File: config.mk
export PLATFORM = sky130hd
export DESIGN_NAME = tmv_voter
export DESIGN_NICKNAME = d
export VERILOG_FILES = /design/src/hw/tmv_pkg.sv /design/src/hw/tmv_voter.sv
export VERILOG_INCLUDE_DIRS = /design/src /design/src/hw
export SDC_FILE = /design/constraint.sdc
export NUM_CORES = 1
export LEC_CHECK = 0
export BUFFER_PORTS_ARGS = -buffer_cell sky130_fd_sc_hd__buf_2
export CAP_MARGIN = 20
export CORE_MARGIN = 5
export CORE_UTILIZATION = 55
export CTS_CLUSTER_DIAMETER = 50
export CTS_CLUSTER_SIZE = 24
export DETAILED_ROUTE_END_ITERATION = 8
export PLACE_DENSITY = 0.79
export SYNTH_ARGS = -nofsm -noshare
export SYNTH_HDL_FRONTEND = slang
export SYNTH_SLANG_ARGS = --single-unit
File: constraint.sdc
create_clock -name clk_sys -period 5.75 [get_ports clk_sys]
set_input_delay 0.8625 -clock clk_sys [delete_from_list [all_inputs] [get_ports clk_sys]]
set_output_delay 0.8625 -clock clk_sys [all_outputs]
set_load 0.02 [all_outputs]
File: src/hw/tmv_defs.svh
// Constants of the transient mitigation voter: offsets, fields, resets, timing
// How it works
// - Two of three lows on two generators
// - Level at or below threshold counts low
// - Start needs vote plus load permissive
// - Load threshold is a software constant
// - Configured delay before any output
// - All trip and start outputs together
// - Low load blocks mitigation
// - Block defeated 360 s after load drop
// - Vote during hold still initiates
// - One controller per steam generator
`ifndef TMV_DEFS_SVH
`define TMV_DEFS_SVH
// APB byte offsets
`define TMV_OFF_CTRL      12'h000
`define TMV_OFF_LEVEL_THR 12'h004
`define TMV_OFF_LOAD_THR  12'h008
`define TMV_OFF_DELAY     12'h00C
`define TMV_OFF_STATUS    12'h010
`define TMV_OFF_IRQ_STAT  12'h014
`define TMV_OFF_IRQ_MASK  12'h018
// Interrupt status bit positions
`define TMV_IRQ_LOF   0
`define TMV_IRQ_FIRE  1
`define TMV_IRQ_BLOCK 2
// Reset values
`define TMV_RST_ARM       1'b1
`define TMV_RST_LEVEL_THR 16'h2000
`define TMV_RST_LOAD_THR  16'h6000
`define TMV_RST_DELAY     32'h0000_0400
`define TMV_RST_MASK      3'h0
// Hold time after load drop
`define TMV_CLK_HZ 64'h0000_0000_0773_5940
`define TMV_HOLD_S 64'h0000_0000_0000_0168
`define TMV_HOLD_CYC (`TMV_HOLD_S * `TMV_CLK_HZ)
`endif

File: src/hw/tmv_pkg.sv
// Types of the transient mitigation voter
package tmv_pkg;
   typedef logic [15:0] tmv_level_t;
   typedef logic [35:0] tmv_hold_t;
   // Controller states, Gray along idle, delay, fired
   typedef enum logic [1:0] {
      TMV_IDLE  = 2'h0,
      TMV_DELAY = 2'h1,
      TMV_FIRED = 2'h3
   } tmv_state_e;
   // Per-generator controller state
   typedef struct packed {
      tmv_state_e  state;
      tmv_hold_t   hold_cnt;
      logic [31:0] dly_cnt;
      logic        load_prev;
      logic        fire;
      logic        perm;
   } tmv_ctrl_s;
   // Top state: registers, bus answer, outputs
   typedef struct packed {
      logic        arm;
      tmv_level_t  level_thr;
      tmv_level_t  load_thr;
      logic [31:0] delay;
      logic [2:0]  irq_stat;
      logic [2:0]  irq_mask;
      logic [31:0] prdata;
      logic        pready;
      logic        pslverr;
      logic        irq;
      logic        turbine_trip;
      logic [2:0]  feed_pump_start;
      logic        blowdown_close;
      logic        sample_close;
      logic [1:0]  mg_breaker_trip;
      logic        prev_lof;
      logic        prev_fire;
      logic        prev_perm;
   } tmv_top_s;
endpackage

File: src/hw/tmv_voter.sv
// Transient mitigation voter: per-generator controllers and APB top
`timescale 1ns/1ps
`include "tmv_defs.svh"

////////////////////////////////////////////////////////////////////////////
// One controller per steam generator
module tmv_sg_ctrl
#(
   parameter tmv_pkg::tmv_hold_t HOLD_CYCLES = 36'h0_0000_0001
)
(
   input  wire logic               clk_sys,
   input  wire logic               rst_b,
   input  wire tmv_pkg::tmv_level_t lvl_a,
   input  wire tmv_pkg::tmv_level_t lvl_b,
   input  wire tmv_pkg::tmv_level_t lvl_c,
   input  wire tmv_pkg::tmv_level_t level_thr,
   input  wire tmv_pkg::tmv_level_t first_stage_pressure_a,
   input  wire tmv_pkg::tmv_level_t first_stage_pressure_b,
   input  wire tmv_pkg::tmv_level_t load_thr,
   input  wire logic [31:0]        delay,
   input  wire logic               arm,
   input  wire logic               lof,
   output logic                    sg_low,
   output logic                    perm,
   output logic                    fire
);
   tmv_pkg::tmv_ctrl_s r;       // Registered state
   tmv_pkg::tmv_ctrl_s next_r;  // Next state
   logic [2:0] low;             // Per channel low flags
   logic       load_above;      // Either pressure over threshold
   logic       start;           // Start condition

   assign low[0] = (lvl_a <= level_thr);
   assign low[1] = (lvl_b <= level_thr);
   assign low[2] = (lvl_c <= level_thr);

   assign sg_low = (low[0] & low[1]) | (low[0] & low[2]) | (low[1] & low[2]);

   assign load_above = (first_stage_pressure_a > load_thr) | (first_stage_pressure_b > load_thr);

   assign perm = r.perm;
   assign fire = r.fire;

   // Next state of hold timer, delay timer and sequence
   always_comb
   begin
      next_r = r;
      next_r.load_prev = load_above;
      if (load_above)
      begin
         next_r.hold_cnt = '0;
      end
      else if (r.load_prev)
      begin
         // Falling load reloads the full hold
         next_r.hold_cnt = HOLD_CYCLES;
      end
      else if (r.hold_cnt != '0)
      begin
         next_r.hold_cnt = r.hold_cnt - 36'h0_0000_0001;
      end
      next_r.perm = load_above | r.load_prev | (r.hold_cnt != '0);
      start = arm & lof & next_r.perm;
      unique case (r.state)
         tmv_pkg::TMV_IDLE:
         begin
            if (start)
            begin
               next_r.state = tmv_pkg::TMV_DELAY;
            end
            next_r.dly_cnt = '0;
         end
         tmv_pkg::TMV_DELAY:
         begin
            if (!start)
            begin
               next_r.state = tmv_pkg::TMV_IDLE;
               next_r.dly_cnt = '0;
            end
            else if (r.dly_cnt + 32'h0000_0001 >= delay)
            begin
               next_r.state = tmv_pkg::TMV_FIRED;
            end
            else
            begin
               next_r.dly_cnt = r.dly_cnt + 32'h0000_0001;
            end
         end
         tmv_pkg::TMV_FIRED:
         begin
            // Drives drop once the condition clears
            if (!start)
            begin
               next_r.state = tmv_pkg::TMV_IDLE;
               next_r.dly_cnt = '0;
            end
         end
         default:
         begin
            // Illegal code falls back safe
            next_r.state = tmv_pkg::TMV_IDLE;
         end
      endcase
      next_r.fire = (next_r.state == tmv_pkg::TMV_FIRED);
   end

   // State register
   always_ff @(posedge clk_sys or negedge rst_b)
   begin
      if (!rst_b)
      begin
         r <= '0;
      end
      else
      begin
         r <= next_r;
      end
   end
endmodule

////////////////////////////////////////////////////////////////////////////
// Top: three controllers, APB registers, interrupt and drives
module tmv_voter
#(
   parameter tmv_pkg::tmv_hold_t HOLD_CYCLES = 36'(`TMV_HOLD_CYC)
)
(
   input  wire logic                clk_sys,
   input  wire logic                rst_b,
   input  wire logic                psel,
   input  wire logic                penable,
   input  wire logic                pwrite,
   input  wire logic [11:0]         paddr,
   input  wire logic [31:0]         pwdata,
   output logic [31:0]              prdata,
   output logic                     pready,
   output logic                     pslverr,
   output logic                     irq,
   input  wire tmv_pkg::tmv_level_t level_sg0 [3],
   input  wire tmv_pkg::tmv_level_t level_sg1 [3],
   input  wire tmv_pkg::tmv_level_t level_sg2 [3],
   input  wire tmv_pkg::tmv_level_t first_stage_pressure_a,
   input  wire tmv_pkg::tmv_level_t first_stage_pressure_b,
   output logic                     turbine_trip,
   output logic [2:0]               feed_pump_start,
   output logic                     blowdown_close,
   output logic                     sample_close,
   output logic [1:0]               mg_breaker_trip
);
   tmv_pkg::tmv_top_s r;        // Registered state
   tmv_pkg::tmv_top_s next_r;   // Next state
   logic [2:0]  sg_low;         // Generator low votes
   logic [2:0]  perm;           // Per controller permissive
   logic [2:0]  fire;           // Per controller fire
   logic        lof;            // Loss of feedwater vote
   logic        any_fire;       // Any controller fired
   logic        any_perm;       // Any permissive
   logic        setup;          // APB setup cycle
   logic        acc;            // APB completing access
   logic [31:0] rd;             // Read mux
   logic        hit;            // Mapped address
   logic [2:0]  ev;             // Events this cycle

   assign lof = (sg_low[0] & sg_low[1]) | (sg_low[0] & sg_low[2])
              | (sg_low[1] & sg_low[2]);
   assign any_fire = |fire;
   assign any_perm = |perm;

   // each sees its levels and both pressures
   tmv_sg_ctrl #(.HOLD_CYCLES(HOLD_CYCLES)) u_sg0
   (
      .clk_sys   (clk_sys),
      .rst_b     (rst_b),
      .lvl_a     (level_sg0[0]),
      .lvl_b     (level_sg0[1]),
      .lvl_c     (level_sg0[2]),
      .level_thr (r.level_thr),
      .first_stage_pressure_a (first_stage_pressure_a),
      .first_stage_pressure_b (first_stage_pressure_b),
      .load_thr  (r.load_thr),
      .delay     (r.delay),
      .arm       (r.arm),
      .lof       (lof),
      .sg_low    (sg_low[0]),
      .perm      (perm[0]),
      .fire      (fire[0])
   );
   tmv_sg_ctrl #(.HOLD_CYCLES(HOLD_CYCLES)) u_sg1
   (
      .clk_sys   (clk_sys),
      .rst_b     (rst_b),
      .lvl_a     (level_sg1[0]),
      .lvl_b     (level_sg1[1]),
      .lvl_c     (level_sg1[2]),
      .level_thr (r.level_thr),
      .first_stage_pressure_a (first_stage_pressure_a),
      .first_stage_pressure_b (first_stage_pressure_b),
      .load_thr  (r.load_thr),
      .delay     (r.delay),
      .arm       (r.arm),
      .lof       (lof),
      .sg_low    (sg_low[1]),
      .perm      (perm[1]),
      .fire      (fire[1])
   );
   tmv_sg_ctrl #(.HOLD_CYCLES(HOLD_CYCLES)) u_sg2
   (
      .clk_sys   (clk_sys),
      .rst_b     (rst_b),
      .lvl_a     (level_sg2[0]),
      .lvl_b     (level_sg2[1]),
      .lvl_c     (level_sg2[2]),
      .level_thr (r.level_thr),
      .first_stage_pressure_a (first_stage_pressure_a),
      .first_stage_pressure_b (first_stage_pressure_b),
      .load_thr  (r.load_thr),
      .delay     (r.delay),
      .arm       (r.arm),
      .lof       (lof),
      .sg_low    (sg_low[2]),
      .perm      (perm[2]),
      .fire      (fire[2])
   );

   // Ports come straight from the state flops
   assign prdata          = r.prdata;
   assign pready          = r.pready;
   assign pslverr         = r.pslverr;
   assign irq             = r.irq;
   assign turbine_trip    = r.turbine_trip;
   assign feed_pump_start = r.feed_pump_start;
   assign blowdown_close  = r.blowdown_close;
   assign sample_close    = r.sample_close;
   assign mg_breaker_trip = r.mg_breaker_trip;

   // Bus phases; pready is raised one cycle after setup
   assign setup = psel & ~penable;
   assign acc   = psel & penable & r.pready;

   // Read mux; sticky read adds this cycle's events, else the clear would lose them
   always_comb
   begin
      rd  = '0;
      hit = 1'b1;
      unique case (paddr)
         `TMV_OFF_CTRL:      rd[0] = r.arm;
         `TMV_OFF_LEVEL_THR: rd[15:0] = r.level_thr;
         `TMV_OFF_LOAD_THR:  rd[15:0] = r.load_thr;
         `TMV_OFF_DELAY:     rd = r.delay;
         `TMV_OFF_STATUS:    rd[7:0] = {r.arm, sg_low, any_fire, |r.feed_pump_start,
                                        any_perm, lof};
         `TMV_OFF_IRQ_STAT:  rd[2:0] = r.irq_stat | ev;
         `TMV_OFF_IRQ_MASK:  rd[2:0] = r.irq_mask;
         default:            hit = 1'b0;
      endcase
   end

   // Events: vote rises, drives fire, permissive lost
   assign ev[`TMV_IRQ_LOF]   = lof & ~r.prev_lof;
   assign ev[`TMV_IRQ_FIRE]  = any_fire & ~r.prev_fire;
   assign ev[`TMV_IRQ_BLOCK] = ~any_perm & r.prev_perm;

   // Next state of registers, bus answer and drives
   always_comb
   begin
      next_r = r;
      next_r.prev_lof  = lof;
      next_r.prev_fire = any_fire;
      next_r.prev_perm = any_perm;
      // Answer is prepared in setup, presented in access
      next_r.pready = setup;
      if (setup)
      begin
         next_r.prdata  = pwrite ? 32'h0000_0000 : rd;
         next_r.pslverr = ~hit;
      end
      else if (acc)
      begin
         next_r.prdata  = '0;
         next_r.pslverr = 1'b0;
      end
      // Writes land only at the completing edge
      if (acc && pwrite && hit)
      begin
         unique case (paddr)
            `TMV_OFF_CTRL:      next_r.arm = pwdata[0];
            `TMV_OFF_LEVEL_THR: next_r.level_thr = pwdata[15:0];
            `TMV_OFF_LOAD_THR:  next_r.load_thr = pwdata[15:0];
            `TMV_OFF_DELAY:     next_r.delay = pwdata;
            `TMV_OFF_IRQ_MASK:  next_r.irq_mask = pwdata[2:0];
            default:            next_r.arm = r.arm;
         endcase
      end
      // Read clears the sticky bits; a new event wins
      if (acc && !pwrite && paddr == `TMV_OFF_IRQ_STAT)
      begin
         next_r.irq_stat = ev;
      end
      else
      begin
         next_r.irq_stat = r.irq_stat | ev;
      end
      next_r.irq = |(next_r.irq_stat & next_r.irq_mask);
      next_r.turbine_trip    = any_fire;
      next_r.feed_pump_start = {3{any_fire}};
      next_r.blowdown_close  = any_fire;
      next_r.sample_close    = any_fire;
      next_r.mg_breaker_trip = {2{any_fire}};
   end

   // State register with constant reset values
   always_ff @(posedge clk_sys or negedge rst_b)
   begin
      if (!rst_b)
      begin
         r           <= '0;
         r.arm       <= `TMV_RST_ARM;
         r.level_thr <= `TMV_RST_LEVEL_THR;
         r.load_thr  <= `TMV_RST_LOAD_THR;
         r.delay     <= `TMV_RST_DELAY;
         r.irq_mask  <= `TMV_RST_MASK;
      end
      else
      begin
         r <= next_r;
      end
   end
endmodule

==> impl_metrics.json <==
{
  "status": "finished clean",
  "ys_seq_elements": 326,
  "cp.arrival_ps": 5750,
  "fin_skew_ps": 35.0,
  "synth_area_um2": 22900,
  "cp_common_cell": "a21o_1",
  "slew_headroom": 0.319,
  "syn_avg_cell_area_um2": 9.10,
  "worst_path_largest_cell_delay_ps": 580,
  "grt_max_degree": 120,
  "clockBufferDepth": 3,
  "clock_latency_ps": 560,
  "clk_pin_slew_ps": 60,
  "slew_viol_final": 0,
  "synth-edff-count": 0,
  "die_h_um": 214,
  "initial_core_util": 0.557,
  "mostFrequentLayoutCells": "dfrtp_1 (321), ha_1 (278), buf_2 (266), nand2_1 (249), nor2_1 (205)",
  "syn_inst": 2511,
  "rows": 74,
  "r2r-end": "u_sg0.r[11]",
  "maxCapViolCount": 0,
  "critPathKind": "reg2reg",
  "tightest_slew_ps": 1020,
  "ys_types": 88,
  "crit_path_end_kind": "register",
  "setup_viol": 0,
  "wl_per_cell_um": 19.7,
  "antenna_left": 0,
  "yosys.area.top_type": "dfrtp_1",
  "rsz0062_at_grt": "false",
  "placed_area_um2": 24400,
  "layout.nets": 3225,
  "cts-root-buf": "clkbuf_16",
  "min_path_type": "in2async",
  "cts.sinks": 326,
  "period_share": 0.924,
  "leakage_uw": 0.0135,
  "layout_commonest_cell": "dfrtp_1",
  "synth_seq_area_share": 0.357,
  "r2r_start": "u_sg0.r[8]",
  "endpoint": "u_sg0.r[11]",
  "gr-usage-all-layers": 0.278,
  "startpoint": "u_sg0.r[8]",
  "grt_pass1_wl_um": 103000,
  "antenna_found_initial": 23,
  "crit_fanout": 18,
  "grt_pass1_vias": 19900,
  "finalHoldViolCount": 0,
  "cpMaxStageDelayCell": "a2111oi_0",
  "synth_top_area_frac": 0.351,
  "synth_ff_type": "dfrtp_1",
  "cp-start-kind": "register",
  "required_ps": 6180,
  "io_pins": 268,
  "grt_overflow": 0,
  "yosysWarnings": 0,
  "place_congestion": 0.977,
  "fin_setup_tns_ps": 0,
  "cts_tree": "built",
  "synthArstFlopShare": 1.00,
  "drc": 0,
  "routed_wl_um": 65200,
  "dr.pass1.iters": 5,
  "design.die.area_um2": 45700,
  "fmax_ghz": 0.188,
  "crit_path_cell_trace": "and3_1 -> and4_1 -> nor2b_1 -> and3_1 -> nand3_1 -> nor2_1 -> xor2_1 -> ha_1 -> a21o_1 -> a21o_1 -> a21o_1 -> a21o_1 -> a21oi_1 -> nor2_1 -> a2111oi_0 -> a211oi_2 -> buf_4 -> or2_0 -> buf_4 -> a221o_1",
  "r2r_cells": 20,
  "htreeDepth": 2,
  "synth_area_leaders": "dfrtp_1 (35%), ha_1 (15%), nand2_1 (4.1%)",
  "die_w_um": 214,
  "post-dp-hpwl_um": 48800,
  "core_area_um2": 41000,
  "ctsHoldBuffers": 0,
  "min_period_ps": 5310,
  "ir_drop_mv": 0.285,
  "reg2reg_slack_ps": 440,
  "powerDensity_nw_per_um2": 219,
  "drive_above_1_share": 0.159,
  "vias": 20200,
  "vias_per_cell": 6.12,
  "fin_util": 0.631,
  "portBuffers": 267,
  "syn-num-nets": 3014,
  "cts_buffers": 39,
  "area_growth_syn_to_layout_pct": 13.2,
  "initialDrtViolationCount": 1687,
  "fin_area_um2": 25900
}
layer usage:
layer,vias to the layer above,part of all wire,track usage
met5,-,0.00055,0
met4,6,0.036,0.111
met3,146,0.070,0.0414
met2,693,0.47,0.457
met1,9863,0.42,0.373
li1,9527,-,-
power breakdown:
group | internal, uW | switching, uW | total (uW) | leakage (uW)
combinational | 276 | 424 | 700 | 0.00860
sequential | 2310 | 19.9 | 2330 | 0.00425
clock | 1530 | 1100 | 2630 | 0.000672
total | 4110 | 1550 | 5660 | 0.0135
cell type report:
cell class                      count  area (um2)
Clock buffer                       42         987
Clock inverter                     28         388
Timing Repair Buffer              294        1570
Multi-Input combinational cell   1949       13600
Antenna cell                       21        52.6
Fill cell                        3376       15100
Tap cell                          532         666
Inverter                          112         423
Sequential cell                   326        8160
cells in the mapped netlist (11+ instances only):
cell,instances
dfrtp_1,321
ha_1,278
nand2_1,249
nor2_1,205
o21ai_0,149
a21oi_1,140
inv_1,111
xnor2_1,94
nand3_1,84
nand4_1,70
a21o_1,69
xor2_1,60
clkbuf_1,53
nor3_1,51
buf_4,47
and3_1,43
a22o_1,39
or3_1,39
nand2b_1,38
nor4_1,31
o31ai_1,27
a211oi_1,26
mux2_2,24
a221o_1,23
nor2b_1,20
buf_2,13
nor3b_1,13
o221ai_1,13
a22oi_1,11
o211ai_1,11
cell families after synthesis:
family                   count (synthesis)  share of synthesized area
XOR/XNOR                               154                     0.0590
multiplexers                            27                     0.0131
buffers and inverters                  236                     0.0490
flip-flops                             326                      0.357
adder cells (fa/ha/maj)                285                      0.155
AO/OA/AOI/OAI                          570                      0.164
AND/OR/NAND/NOR                        913                      0.202
worst max-delay path: cells and delay by family (launching register included):
family,cells,cell delay (ps)
AOI/OAI and AO/OA,8,1930
xor gates and xnor gates,1,190
adders and majority gates,1,270
buffers and inverters,2,420
DFF,1,450
and+or+nand+nor,8,1940
what timing repair did:
item | CTS | global route
buffers inserted | 0 | 0
setup endpoints to repair | 0 | 31
gates resized for setup | 0 | 3
sequential cells by signal, indices dropped and copies added (netlist names):
register,cells
pready,1
u_sg1.fire,1
u_sg2.r,70
pslverr,1
u_sg0.r,70
u_sg2.fire,1
u_sg0.perm,1
r,74
irq,1
u_sg1.r,71
prdata,32
u_sg2.perm,1
u_sg1.perm,1
u_sg0.fire,1
per-stage QoR:
step	hold WS, ps	instances	worst slack [ps]	total power (uW)
2_1_floorplan	440	2511	1060	2820
3_3_place_gp	464	3213	576	3040
3_5_place_dp	476	3213	360	3060
4_1_cts	440	3283	320	5710
5_1_grt	476	3301	0.544	5890
6_report	382	3304	437	5660
worst min path at each step:
| stage | slack (ps) | to | from | cells after the start |
|---|---|---|---|---|
| floorplan | 440 | r[1] | u_sg2.fire | 1 |
| global placement | 460 | prdata[11] | prdata[11] | 2 |
| detailed placement | 480 | prdata[27] | r[79] | 1 |
| CTS | 440 | u_sg1.r[26] | rst_b | 1 |
| global route | 480 | u_sg1.r[26] | rst_b | 1 |
| finish | 380 | u_sg1.r[26] | rst_b | 1 |
No activity file was read; power rests on OpenSTA's default activity.
